`src/hdl/astx_consts.vh`:
```
/*
 * Constants for the asynchronous serial transmitter: register
 * offsets, field positions, reset values and timing counts.
 * Assumes inclusion by bare name from the design file only.
 */
`ifndef ASTX_CONSTS_VH
`define ASTX_CONSTS_VH

// Register bus widths
`define ASTX_ADDR_W        3
`define ASTX_DATA_W        8

// Register offsets (word index on the plain port)
`define ASTX_OFS_STATCTL   3'h0
`define ASTX_OFS_TXBUF     3'h1
`define ASTX_OFS_BAUD      3'h2
`define ASTX_OFS_FLAGS     3'h3
`define ASTX_OFS_ENABLES   3'h4
`define ASTX_OFS_PORTCTL   3'h5

// Transmit status and control fields
`define ASTX_SC_CLKSRC     7
`define ASTX_SC_NINE       6
`define ASTX_SC_TRANSMIT_ENABLE       5
`define ASTX_SC_CLKMODE    4
`define ASTX_SC_SHEMPTY    1
`define ASTX_SC_NINTH      0

// Peripheral flag and enable fields
`define ASTX_FL_BUFEMPTY   1
`define ASTX_EN_BUFEMPTY   1

// Port control field
`define ASTX_PC_PORTEN     7

// Reset values
`define ASTX_RST_STATCTL   8'h02
`define ASTX_RST_BAUD      8'h00
`define ASTX_RST_TXBUF     8'h00

// Timing: one instruction cycle in oscillator clocks, and the
// baud generator output runs at this multiple of the bit rate
`define ASTX_TCY_CLKS      3'h4
`define ASTX_OVERSAMPLE    7'h40

// Frame lengths in bits including start and stop
`define ASTX_FRAME8        4'ha
`define ASTX_FRAME9        4'hb

`endif

```
`src/hdl/astx_top.v`:
```
/*
 * Asynchronous serial transmitter: register file on a plain
 * address/strobe port, an 8-bit baud divisor with a x64 output,
 * a transmit buffer feeding a hidden shift register, the
 * buffer-empty flag with its request, and the transmit pin.
 * Assumes one 250 MHz clock standing in for the oscillator,
 * synchronous inputs, and a pad that resolves tx_out/tx_oe.
 */
// The address map and the strobed register port were chosen for this implementation.
`timescale 1ns/1ns
`include "astx_consts.vh"

// Operation
// - Frame is start bit, eight or nine data bits, one stop bit
// - One dedicated 8-bit baud divisor derives bit timing from clock
// - Divisor output clock runs at sixty-four times the bit rate
// - Transmit runs independently, sharing format and rate with receive
// - No hardware parity; software may place parity in ninth bit
// - All serial activity halts while sleep is asserted
// - Asynchronous mode whenever clocked-mode select bit 4 is zero
// - Shifter reloads only after stop bit, then at once if buffered
// - Buffer move takes one instruction cycle, then sets empty flag
// - Empty flag ignores software clear; clears only on buffer write
// - Buffer-empty request raised only when its enable is set
// - Read-only shifter-empty status bit, no request logic attached
// - Shift register is never visible at any register address
// - Transmit enable permits sending; shifting needs data and tick
// - Buffer accepted before or after enable; empty shifter takes it
// - Clearing enable mid-frame aborts and releases the pin
// - Ninth bit written before data byte is the one sent
// - Clearing port or transmit enable resets transmitter to idle
// - Writing the divisor clears the baud counter immediately
module astx_top (
    input  wire       clk_sys,
    input  wire       rst_n,
    input  wire [2:0] reg_addr,
    input  wire [7:0] reg_wdata,
    input  wire       reg_wr,
    input  wire       reg_rd,
    output reg  [7:0] reg_rdata,
    input  wire       sleep_req,
    output reg        tx_out,
    output reg        tx_oe,
    output reg        irq_req
);

    // Transmitter states
    localparam ST_IDLE  = 2'h0;
    localparam ST_LOAD  = 2'h1;
    localparam ST_WAIT  = 2'h2;
    localparam ST_SHIFT = 2'h3;

    // Software-visible storage
    reg [7:0]  statctl_ff;
    reg [7:0]  nxt_statctl;
    reg [7:0]  txbuf_ff;
    reg [7:0]  nxt_txbuf;
    reg        buf_full_ff;
    reg        nxt_buf_full;
    reg        empty_flag_ff;
    reg        nxt_empty_flag;
    reg [7:0]  baud_div_ff;
    reg [7:0]  nxt_baud_div;
    reg        empty_ie_ff;
    reg        nxt_empty_ie;
    reg        port_en_ff;
    reg        nxt_port_en;

    // Timing and shifter state
    reg [7:0]  baud_cnt_ff;
    reg [7:0]  nxt_baud_cnt;
    reg [5:0]  sub_cnt_ff;
    reg [5:0]  nxt_sub_cnt;
    reg [1:0]  state_ff;
    reg [1:0]  nxt_state;
    reg [2:0]  tcy_cnt_ff;
    reg [2:0]  nxt_tcy_cnt;
    reg [10:0] shifter_ff;
    reg [10:0] nxt_shifter;
    reg [3:0]  bits_left_ff;
    reg [3:0]  nxt_bits_left;
    reg        sh_empty_ff;
    reg        nxt_sh_empty;

    // Output flops
    reg [7:0]  nxt_rdata;
    reg        nxt_tx_out;
    reg        nxt_tx_oe;
    reg        nxt_irq;

    // Decoded strobes and qualifiers
    wire       wr_sc;
    wire       wr_buf;
    wire       wr_baud;
    wire       wr_ie;
    wire       wr_pc;
    wire       run;
    wire       active;
    wire       baud_tick;
    wire       bit_tick;
    wire       nine_sel;
    wire [3:0] frame_len;
    wire [7:0] statctl_rd;

    assign wr_sc   = reg_wr && (reg_addr == `ASTX_OFS_STATCTL);
    assign wr_buf  = reg_wr && (reg_addr == `ASTX_OFS_TXBUF);
    assign wr_baud = reg_wr && (reg_addr == `ASTX_OFS_BAUD);
    assign wr_ie   = reg_wr && (reg_addr == `ASTX_OFS_ENABLES);
    assign wr_pc   = reg_wr && (reg_addr == `ASTX_OFS_PORTCTL);

    // Transmitter runs only in async mode with both enables set
    assign active = port_en_ff && statctl_ff[`ASTX_SC_TRANSMIT_ENABLE]
                    && !statctl_ff[`ASTX_SC_CLKMODE];
    // Sleep freezes every counter and the shifter in place
    assign run    = active && !sleep_req;

    // Divisor counter wraps after divisor+1 clocks: the x64 clock
    assign baud_tick = run && (baud_cnt_ff == baud_div_ff);
    // Every 64th x64 tick is one bit time
    assign bit_tick  = baud_tick && (sub_cnt_ff == 6'h3f);

    assign nine_sel  = statctl_ff[`ASTX_SC_NINE];
    // Format and rate are shared settings; no receive logic lives here
    assign frame_len = nine_sel ? `ASTX_FRAME9 : `ASTX_FRAME8;

    // Status view: live shifter-empty bit, bits 3:2 read zero
    assign statctl_rd = {statctl_ff[7:4], 2'b00, sh_empty_ff,
                         statctl_ff[`ASTX_SC_NINTH]};

    // Control register writes; shifter-empty is not writable
    always @* begin
        nxt_statctl  = statctl_ff;
        nxt_baud_div = baud_div_ff;
        nxt_empty_ie = empty_ie_ff;
        nxt_port_en  = port_en_ff;
        if (wr_sc) begin
            nxt_statctl = reg_wdata & 8'hf1;
        end
        if (wr_baud) begin
            nxt_baud_div = reg_wdata;
        end
        if (wr_ie) begin
            nxt_empty_ie = reg_wdata[`ASTX_EN_BUFEMPTY];
        end
        if (wr_pc) begin
            nxt_port_en = reg_wdata[`ASTX_PC_PORTEN];
        end
    end

    // Baud divisor and x64 sub-counter
    always @* begin
        nxt_baud_cnt = baud_cnt_ff;
        nxt_sub_cnt  = sub_cnt_ff;
        if (wr_baud || !active) begin
            // New rate applies without waiting for a wrap
            nxt_baud_cnt = 8'h00;
            nxt_sub_cnt  = 6'h00;
        end else if (run) begin
            if (baud_tick) begin
                nxt_baud_cnt = 8'h00;
                nxt_sub_cnt  = sub_cnt_ff + 6'h01;
            end else begin
                nxt_baud_cnt = baud_cnt_ff + 8'h01;
            end
        end
    end

    // Buffer, empty flag and transmitter state machine
    always @* begin
        nxt_txbuf      = txbuf_ff;
        nxt_buf_full   = buf_full_ff;
        nxt_empty_flag = empty_flag_ff;
        nxt_state      = state_ff;
        nxt_tcy_cnt    = tcy_cnt_ff;
        nxt_shifter    = shifter_ff;
        nxt_bits_left  = bits_left_ff;
        nxt_sh_empty   = sh_empty_ff;

        // Buffer accepts data whether or not sending is enabled
        if (wr_buf) begin
            nxt_txbuf      = reg_wdata;
            nxt_buf_full   = 1'b1;
            nxt_empty_flag = 1'b0;
        end

        if (!active) begin
            // Abort: frame dropped, shifter empty, buffer kept
            nxt_state     = ST_IDLE;
            nxt_sh_empty  = 1'b1;
            nxt_bits_left = 4'h0;
            nxt_tcy_cnt   = 3'h0;
        end else if (run) begin
            case (state_ff)
                ST_IDLE: begin
                    // Empty shifter takes buffered data straight away
                    if (buf_full_ff) begin
                        nxt_state   = ST_LOAD;
                        nxt_tcy_cnt = 3'h1;
                    end
                end
                ST_LOAD: begin
                    if (tcy_cnt_ff == `ASTX_TCY_CLKS) begin
                        // Move after one instruction cycle; the ninth
                        // bit is taken now, so it must precede the byte.
                        // Ninth bit is sent as stored, no parity made
                        nxt_shifter = {1'b1,
                                       nine_sel ? statctl_ff[`ASTX_SC_NINTH]
                                                : 1'b1,
                                       txbuf_ff, 1'b0};
                        nxt_sh_empty  = 1'b0;
                        nxt_bits_left = frame_len;
                        nxt_state     = ST_WAIT;
                        // A write landing now is new data and stays put
                        if (!wr_buf) begin
                            nxt_buf_full   = 1'b0;
                            nxt_empty_flag = 1'b1;
                        end
                    end else begin
                        nxt_tcy_cnt = tcy_cnt_ff + 3'h1;
                    end
                end
                ST_WAIT: begin
                    // First bit time starts on a shift clock
                    if (bit_tick) begin
                        nxt_state = ST_SHIFT;
                    end
                end
                default: begin
                    if (bit_tick) begin
                        // Shift out LSB first, idle ones fill in
                        nxt_shifter   = {1'b1, shifter_ff[10:1]};
                        nxt_bits_left = bits_left_ff - 4'h1;
                        if (bits_left_ff == 4'h1) begin
                            // Stop bit done; reload at once if buffered
                            nxt_sh_empty = 1'b1;
                            if (buf_full_ff) begin
                                nxt_state   = ST_LOAD;
                                nxt_tcy_cnt = 3'h1;
                            end else begin
                                nxt_state = ST_IDLE;
                            end
                        end
                    end
                end
            endcase
        end
    end

    // Pin, request and read data
    always @* begin
        nxt_tx_oe  = active;
        nxt_tx_out = 1'b1;
        if (state_ff == ST_SHIFT) begin
            // Frame bits come only from the hidden shifter
            nxt_tx_out = shifter_ff[0];
        end
        nxt_irq = empty_flag_ff && empty_ie_ff;
        // Read has no side effect; unmapped offsets read zero
        nxt_rdata = 8'h00;
        if (reg_rd) begin
            if (reg_addr == `ASTX_OFS_STATCTL) begin
                nxt_rdata = statctl_rd;
            end else if (reg_addr == `ASTX_OFS_TXBUF) begin
                nxt_rdata = txbuf_ff;
            end else if (reg_addr == `ASTX_OFS_BAUD) begin
                nxt_rdata = baud_div_ff;
            end else if (reg_addr == `ASTX_OFS_FLAGS) begin
                nxt_rdata = {6'h00, empty_flag_ff, 1'b0};
            end else if (reg_addr == `ASTX_OFS_ENABLES) begin
                nxt_rdata = {6'h00, empty_ie_ff, 1'b0};
            end else if (reg_addr == `ASTX_OFS_PORTCTL) begin
                nxt_rdata = {port_en_ff, 7'h00};
            end
        end
    end

    // All state flops
    always @(posedge clk_sys or negedge rst_n) begin
        if (!rst_n) begin
            statctl_ff    <= `ASTX_RST_STATCTL;
            txbuf_ff      <= `ASTX_RST_TXBUF;
            buf_full_ff   <= 1'b0;
            empty_flag_ff <= 1'b1;
            baud_div_ff   <= `ASTX_RST_BAUD;
            empty_ie_ff   <= 1'b0;
            port_en_ff    <= 1'b0;
            baud_cnt_ff   <= 8'h00;
            sub_cnt_ff    <= 6'h00;
            state_ff      <= ST_IDLE;
            tcy_cnt_ff    <= 3'h0;
            shifter_ff    <= 11'h7ff;
            bits_left_ff  <= 4'h0;
            sh_empty_ff   <= 1'b1;
            reg_rdata     <= 8'h00;
            tx_out        <= 1'b1;
            tx_oe         <= 1'b0;
            irq_req       <= 1'b0;
        end else begin
            statctl_ff    <= nxt_statctl;
            txbuf_ff      <= nxt_txbuf;
            buf_full_ff   <= nxt_buf_full;
            empty_flag_ff <= nxt_empty_flag;
            baud_div_ff   <= nxt_baud_div;
            empty_ie_ff   <= nxt_empty_ie;
            port_en_ff    <= nxt_port_en;
            baud_cnt_ff   <= nxt_baud_cnt;
            sub_cnt_ff    <= nxt_sub_cnt;
            state_ff      <= nxt_state;
            tcy_cnt_ff    <= nxt_tcy_cnt;
            shifter_ff    <= nxt_shifter;
            bits_left_ff  <= nxt_bits_left;
            sh_empty_ff   <= nxt_sh_empty;
            reg_rdata     <= nxt_rdata;
            tx_out        <= nxt_tx_out;
            tx_oe         <= nxt_tx_oe;
            irq_req       <= nxt_irq;
        end
    end

endmodule

```
`config.mk`:
```
export PLATFORM = sky130hd
export DESIGN_NAME = astx_top
export DESIGN_NICKNAME = d
export VERILOG_FILES = /design/src/hdl/astx_top.v
export VERILOG_INCLUDE_DIRS = /design/src /design/src/hdl
export SDC_FILE = /design/constraint.sdc
export NUM_CORES = 1
export LEC_CHECK = 0
export BUFFER_PORTS_ARGS = -buffer_cell sky130_fd_sc_hd__buf_2
export CAP_MARGIN = 20
export CORE_MARGIN = 5
export CORE_UTILIZATION = 30
export CTS_CLUSTER_DIAMETER = 30
export CTS_CLUSTER_SIZE = 28
export DETAILED_ROUTE_END_ITERATION = 7
export GPL_TIMING_DRIVEN = 0
export PLACE_DENSITY = 0.45
export SLEW_MARGIN = 20
export SYNTH_ARGS = -nofsm -noshare
export SYNTH_HDL_FRONTEND = slang
export SYNTH_SLANG_ARGS = --single-unit
```
`constraint.sdc`:
```
create_clock -name clk_sys -period 6 [get_ports clk_sys]
set_clock_uncertainty 0.2 [all_clocks]
set_input_delay 0.6 -clock clk_sys [delete_from_list [all_inputs] [get_ports clk_sys]]
set_output_delay 0.6 -clock clk_sys [all_outputs]
set_load 0.03 [all_outputs]
```
# Yosys cells after proc, flatten, opt, wreduce, memory -nomap -nowiden
# Cells that the tools add are included.
dict set report word_totals {
  register_bits 72
  latchBits 0
  ram_bits 0
  mem_bits_ro 0
  inputBits 16
  output_inout_bits 11
  elab_cells 133
  memories 0
}
dict set report op_classes {
  add_sub_neg 4
  n_mul 0
  n_div 0
  magnitude_cmp 0
  n_eq_ne 25
  shift 0
  mux 58
  n_bitwise 1
  reduce_logical 27
}
# op n
set op_table {}
lappend op_table {{8-bit two-way mux} 10}
lappend op_table {{11-bit two-way mux} 2}
lappend op_table {{11-bit one-hot mux with 2 select lines} 1}
lappend op_table {{1-bit two-way mux} 21}
lappend op_table {{3-bit two-way mux} 6}
lappend op_table {{6-bit two-way mux} 3}
lappend op_table {{4-bit two-way mux} 4}
lappend op_table {{5-bit AND reduction} 3}
lappend op_table {{2-bit two-way mux} 7}
lappend op_table {{3-bit != test (second input constant)} 4}
lappend op_table {{1-bit logical AND} 11}
lappend op_table {{3-bit == test (second input constant)} 3}
lappend op_table {{3-bit one-hot mux with 3 select lines} 1}
lappend op_table {{8-bit by 1-bit adder with 8-bit output (second input constant)} 1}
lappend op_table {{8-bit == test} 1}
lappend op_table {{2-bit != test (second input constant)} 4}
lappend op_table {{4-bit by 1-bit != test with 1-bit output (second input constant)} 2}
lappend op_table {{4-bit one-hot mux with 2 select lines} 1}
lappend op_table {{6-bit by 1-bit adder with 6-bit output (second input constant)} 1}
lappend op_table {{3-bit by 2-bit == test with 1-bit output (second input constant)} 2}
lappend op_table {{6-bit == test (second input constant)} 1}
lappend op_table {{3-bit by 1-bit != test with 1-bit output (second input constant)} 2}
lappend op_table {{2-bit one-hot mux with 3 select lines} 1}
lappend op_table {{6-bit AND reduction} 1}
lappend op_table {{other kinds (17)} 22}

# Logic depth before layout (Yosys ltp)
dict set report logic_depth {
  depth_word 9
  depth_mapped 8
  depth_no_buf 7
}

# Worst setup path before layout
# Ideal clock, no wire load.
dict set report synth_path {
  path_type {input to register}
  startpoint {in reg_addr[2]}
  endpoint {reg sub_cnt_ff[4]}
  setup_time_ns 0.066
  arrival_time_ns 1.995
  required_time_ns 5.734
  setup_slack_ns 3.739
  stages 6
  n_path_buf 2
  cell_sequence {clkbuf_1 nand4bb_1 clkbuf_1 nand2_1 or4_1 nand2_1}
}
dict set report synth_via {
  elab_chain_cells 5
  elab_cells_between_ends 7
  cone_classes {eq/ne: 1; mux: 1; reduce/logical: 5}
}
# element line_no
set synth_lines {}
lappend synth_lines {{from (decl)} astx_top.v:36} ;# input wire [2:0] reg_addr,
lappend synth_lines {{3-bit by 2-bit == test with 1-bit output (no source line) *} --}
lappend synth_lines {{1-bit logical AND *} astx_top.v:107} ;# assign wr_baud = reg_wr && (reg_addr == `ASTX_OFS_BAUD);
lappend synth_lines {{1-bit logical OR *} astx_top.v:154} ;# if (wr_baud || !active) begin
lappend synth_lines {{2-bit nonzero test (no source line)} --}
lappend synth_lines {{2-bit AND reduction (no source line)} --}
lappend synth_lines {{to (signal assigned)} astx_top.v:307} ;# sub_cnt_ff <= nxt_sub_cnt;
lappend synth_lines {{to (decl)} astx_top.v:72} ;# reg [5:0] sub_cnt_ff;
# Mark *: on every way between the ends. The rest lies on a longest branch, timed or not.
# A chain may end at the register's enable or synchronous reset.

# Final worst setup path
dict set report layout_path {
  startpoint {reg state_ff[1]}
  endpoint {reg shifter_ff[4]}
}
dict set report layout_via {
  elab_chain_cells 4
  elab_cells_between_ends 9
  cone_classes {eq/ne: 3; mux: 1; bitwise: 1; reduce/logical: 4}
}
# element line_no
set layout_lines {}
lappend layout_lines {{from (decl)} astx_top.v:74} ;# reg [1:0] state_ff;
lappend layout_lines {{from (signal assigned)} astx_top.v:308} ;# state_ff <= nxt_state;
lappend layout_lines {{2-bit == test or 2-bit zero test (tied branches)} astx_top.v:193} ;# case (state_ff)
lappend layout_lines {{2-bit OR reduction (no source line)} --}
lappend layout_lines {{1-bit NOT (no source line)} --}
lappend layout_lines {{5-bit AND reduction (no source line)} --}
lappend layout_lines {{to (signal assigned)} astx_top.v:310} ;# shifter_ff <= nxt_shifter;
lappend layout_lines {{to (decl)} astx_top.v:78} ;# reg [10:0] shifter_ff;
# Several ways; a longest one is shown, not always the timed one.

==> reports/metrics.cfg <==
[floorplanning]
fp-row-count=40
dieArea_mm2=0.0146
io_pins=27
initial_core_util_pct=30.7
die_y_um=121
die_w_um=121
core_region_area_mm2=0.0120

[worst_setup_path]
r2r-end=shifter_ff[4]$_DFFE_PN1P_
arrival_ns=2.52
crit_type=reg2reg
timing.critical_path.from=state_ff[1]$_DFFE_PN0P_
end_kind=flop
cp-start-kind=flop
cp_top_family=buffers and inverters
slowest_delay_ns=0.52
r2r-start=state_ff[1]$_DFFE_PN0P_
crit_buf_inv=4
cp_slowest_cell=buf_1
r2r_slack_ns=3.51
required_ns=6.03
crit_path_max_fanout=10
path_cells=inv_1 -> ha_1 -> clkbuf_1 -> buf_2 -> buf_1 -> mux2i_1 -> a22oi_1
ff2ff_path_depth=7

[detailed_routing]
wirelength_um=9090
drtPass1Iterations=4
ant_nets=0
drc=0
via_count=2797
initialDrtViolationCount=124
post_drt_wl_per_cell_um=16.4
viasPerCell=5.03

[synthesis]
yosys_warnings=0
ys_seq_elements=70
synth-edff-count=0
synth_ff_type=dfrtp_1
syn-cell-area_mm2=0.00368
syn_nets=393
synth_area_leaders=dfrtp_1 39%, dfstp_2 9.3%, mux2_2 5.2%
synth_top_cell_area_share_pct=38.7
synth_seq_area_share_pct=48.0
async_reset_ff_share_pct=100
synth_area_leader_cell=dfrtp_1
avgSynthCellArea_um2=10.1
ys_types=55
syn_inst=366

[global_route]
grt_pass1_wl_um=15100
grt_use_total_pct=13.1
antenna_found_initial=0
gr-total-overflow=0
grt_pass1_vias=2791
grt_max_degree=55

[layout]
final_common_cell=dfrtp_1
drive_above_1_share_pct=21.0
area_delta_synth_final_pct=18.5
finalNonFillerCells=556
num-fill-cells=1216
antenna-diode-count=0
mostFrequentLayoutCells=57 x dfrtp_1, 46 x nor2_1, 38 x nand2_1
nets=431

[power]
pwr_density_cell_mw_per_mm2=299
leakagePower_nw=1.92
ir_drop_mv=0.153

[sta]
hold_viol_final=0
finalSetupTns_ns=0
fmax_mhz=401
slew_violations=0
fin_crit_ns=2.49
post-route-period-util_pct=41.6
setup_viol=0
rsz0062_at_grt=false
tightest_slew_ns=0.975
slew_headroom_pct=34.7

[run_status]
outcome=complete, no violations

[placed_design]
place.gp.congestion=0.747
io_buffers=25
placed_cells=539
hpwl_um=6700

[worst_hold_path]
holdPathEnd=baud_div_ff[2]$_DFFE_PN0P_
hold_path_class=in2reg
min_from=reg_wdata[2]
worstHoldPathCells=3

[clock_network]
cts_tree=done
cts_sinks=70
cts_hold_buf=1
clk_pin_slew_ns=0.06
clockRootBuffer=clkbuf_16
post_cts_buffers=0
cts_resized=0
cts_buffer_depth=2
h-tree-depth=3
clock_latency_ns=0.33
cts_inserted_buffers=9

[job]
drv_cap=0

## Yosys cell counts (all sizes together), types with 2 or more instances
master	count
or4	4
o211ai	5
o21ai	3
nor2b	7
and3	3
clkbuf	7
o31ai	4
xor2	14
o31a	2
nand3	25
buf	5
a21o	2
nand2b	6
nor2	46
inv	9
and2	4
dfstp	13
nor3	7
nand3b	4
nor3b	4
o22ai	2
or3	3
a21oi	14
a21boi	3
nor4	5
nand2	38
a211oi	2
nand4	2
ha	11
a22oi	11
mux2i	15
mux2	17
dfrtp	57
## worst reg2reg max path, stage by stage, from the launching register on
cell,delay (ns)
dfrtp_1,0.42
inv_1,0.12
ha_1,0.15
clkbuf_1,0.29
buf_2,0.31
buf_1,0.53
mux2i_1,0.27
a22oi_1,0.10
## stage by stage
stage	cell area, um2	setup WS [ns]	hold slack [ns]	power (mW)	util (%)
after floorplan	3680	3.74	0.104	0.660	-
after global placement	3990	3.05	0.293	0.723	33.3
after global routing	4370	3.26	0.282	1.37	36.4
final	4370	3.51	0.283	1.31	36.4
after CTS	4370	3.47	0.275	1.33	36.4
after detailed placement	4030	3.29	0.300	0.728	33.5
## cells by family after synthesis
| family | after synthesis | share of synthesized area (%) |
|---|---|---|
| buffers and inverters | 21 | 2.41 |
| AND/OR/NAND/NOR | 163 | 22.6 |
| AO/OA/AOI/OAI | 53 | 9.85 |
| adder cells (fa/ha/maj) | 11 | 3.74 |
| multiplexers | 33 | 9.88 |
| flip-flops | 70 | 48.0 |
| XOR/XNOR | 15 | 3.57 |
## final cells by class
class	count	area (um2)	share of cell area, %
Inverter	9	33.8	0.774
Clock buffer	9	225	5.16
Multi-Input combinational cell	275	1830	42.0
Tap cell	147	184	4.21
Sequential cell	70	1770	40.5
Timing Repair Buffer	27	165	3.78
Buffer	12	55.1	1.26
Clock inverter	7	103	2.35
## worst max-delay path by stage
stage,slack (ns),cells after the start,to
6_report,3.51,7,shifter_ff[4]$_DFFE_PN1P_
3_5_place_dp,3.29,6,sub_cnt_ff[4]$_DFFE_PN0P_
3_3_place_gp,3.05,6,baud_cnt_ff[2]$_DFFE_PN0P_
4_1_cts,3.47,7,shifter_ff[4]$_DFFE_PN1P_
5_1_grt,3.26,7,shifter_ff[8]$_DFFE_PN1P_
2_1_floorplan,3.74,6,sub_cnt_ff[4]$_DFFE_PN0P_
## flip-flops by register name, indices dropped and copies added, names as in the netlist
register / count
shifter_ff: 10
irq_req: 1
baud_div_ff: 8
baud_cnt_ff: 8
txbuf_ff: 8
sh_empty_ff: 1
state_ff: 2
empty_ie_ff: 1
bits_left_ff: 4
tx_oe: 1
empty_flag_ff: 1
sub_cnt_ff: 6
tcy_cnt_ff: 3
buf_full_ff: 1
port_en_ff: 1
tx_out: 1
statctl_ff: 5
reg_rdata: 8
## power by group
part / internal, mW / switching (mW) / total (mW)
Clock: 0.369 / 0.221 / 0.590
Sequential: 0.511 / 0.0369 / 0.548
Combinational: 0.0661 / 0.102 / 0.169
## per-layer routing
layer  global-route usage, %  vias up  routed length (um)
met5                       0        -                   0
met4                    4.46        0                 134
met3                    2.67       13                 168
met2                    20.3       25                4230
met1                    18.3     1377                4550
li1                        -     1382                   -
No activity file was read; power rests on OpenSTA's default activity.
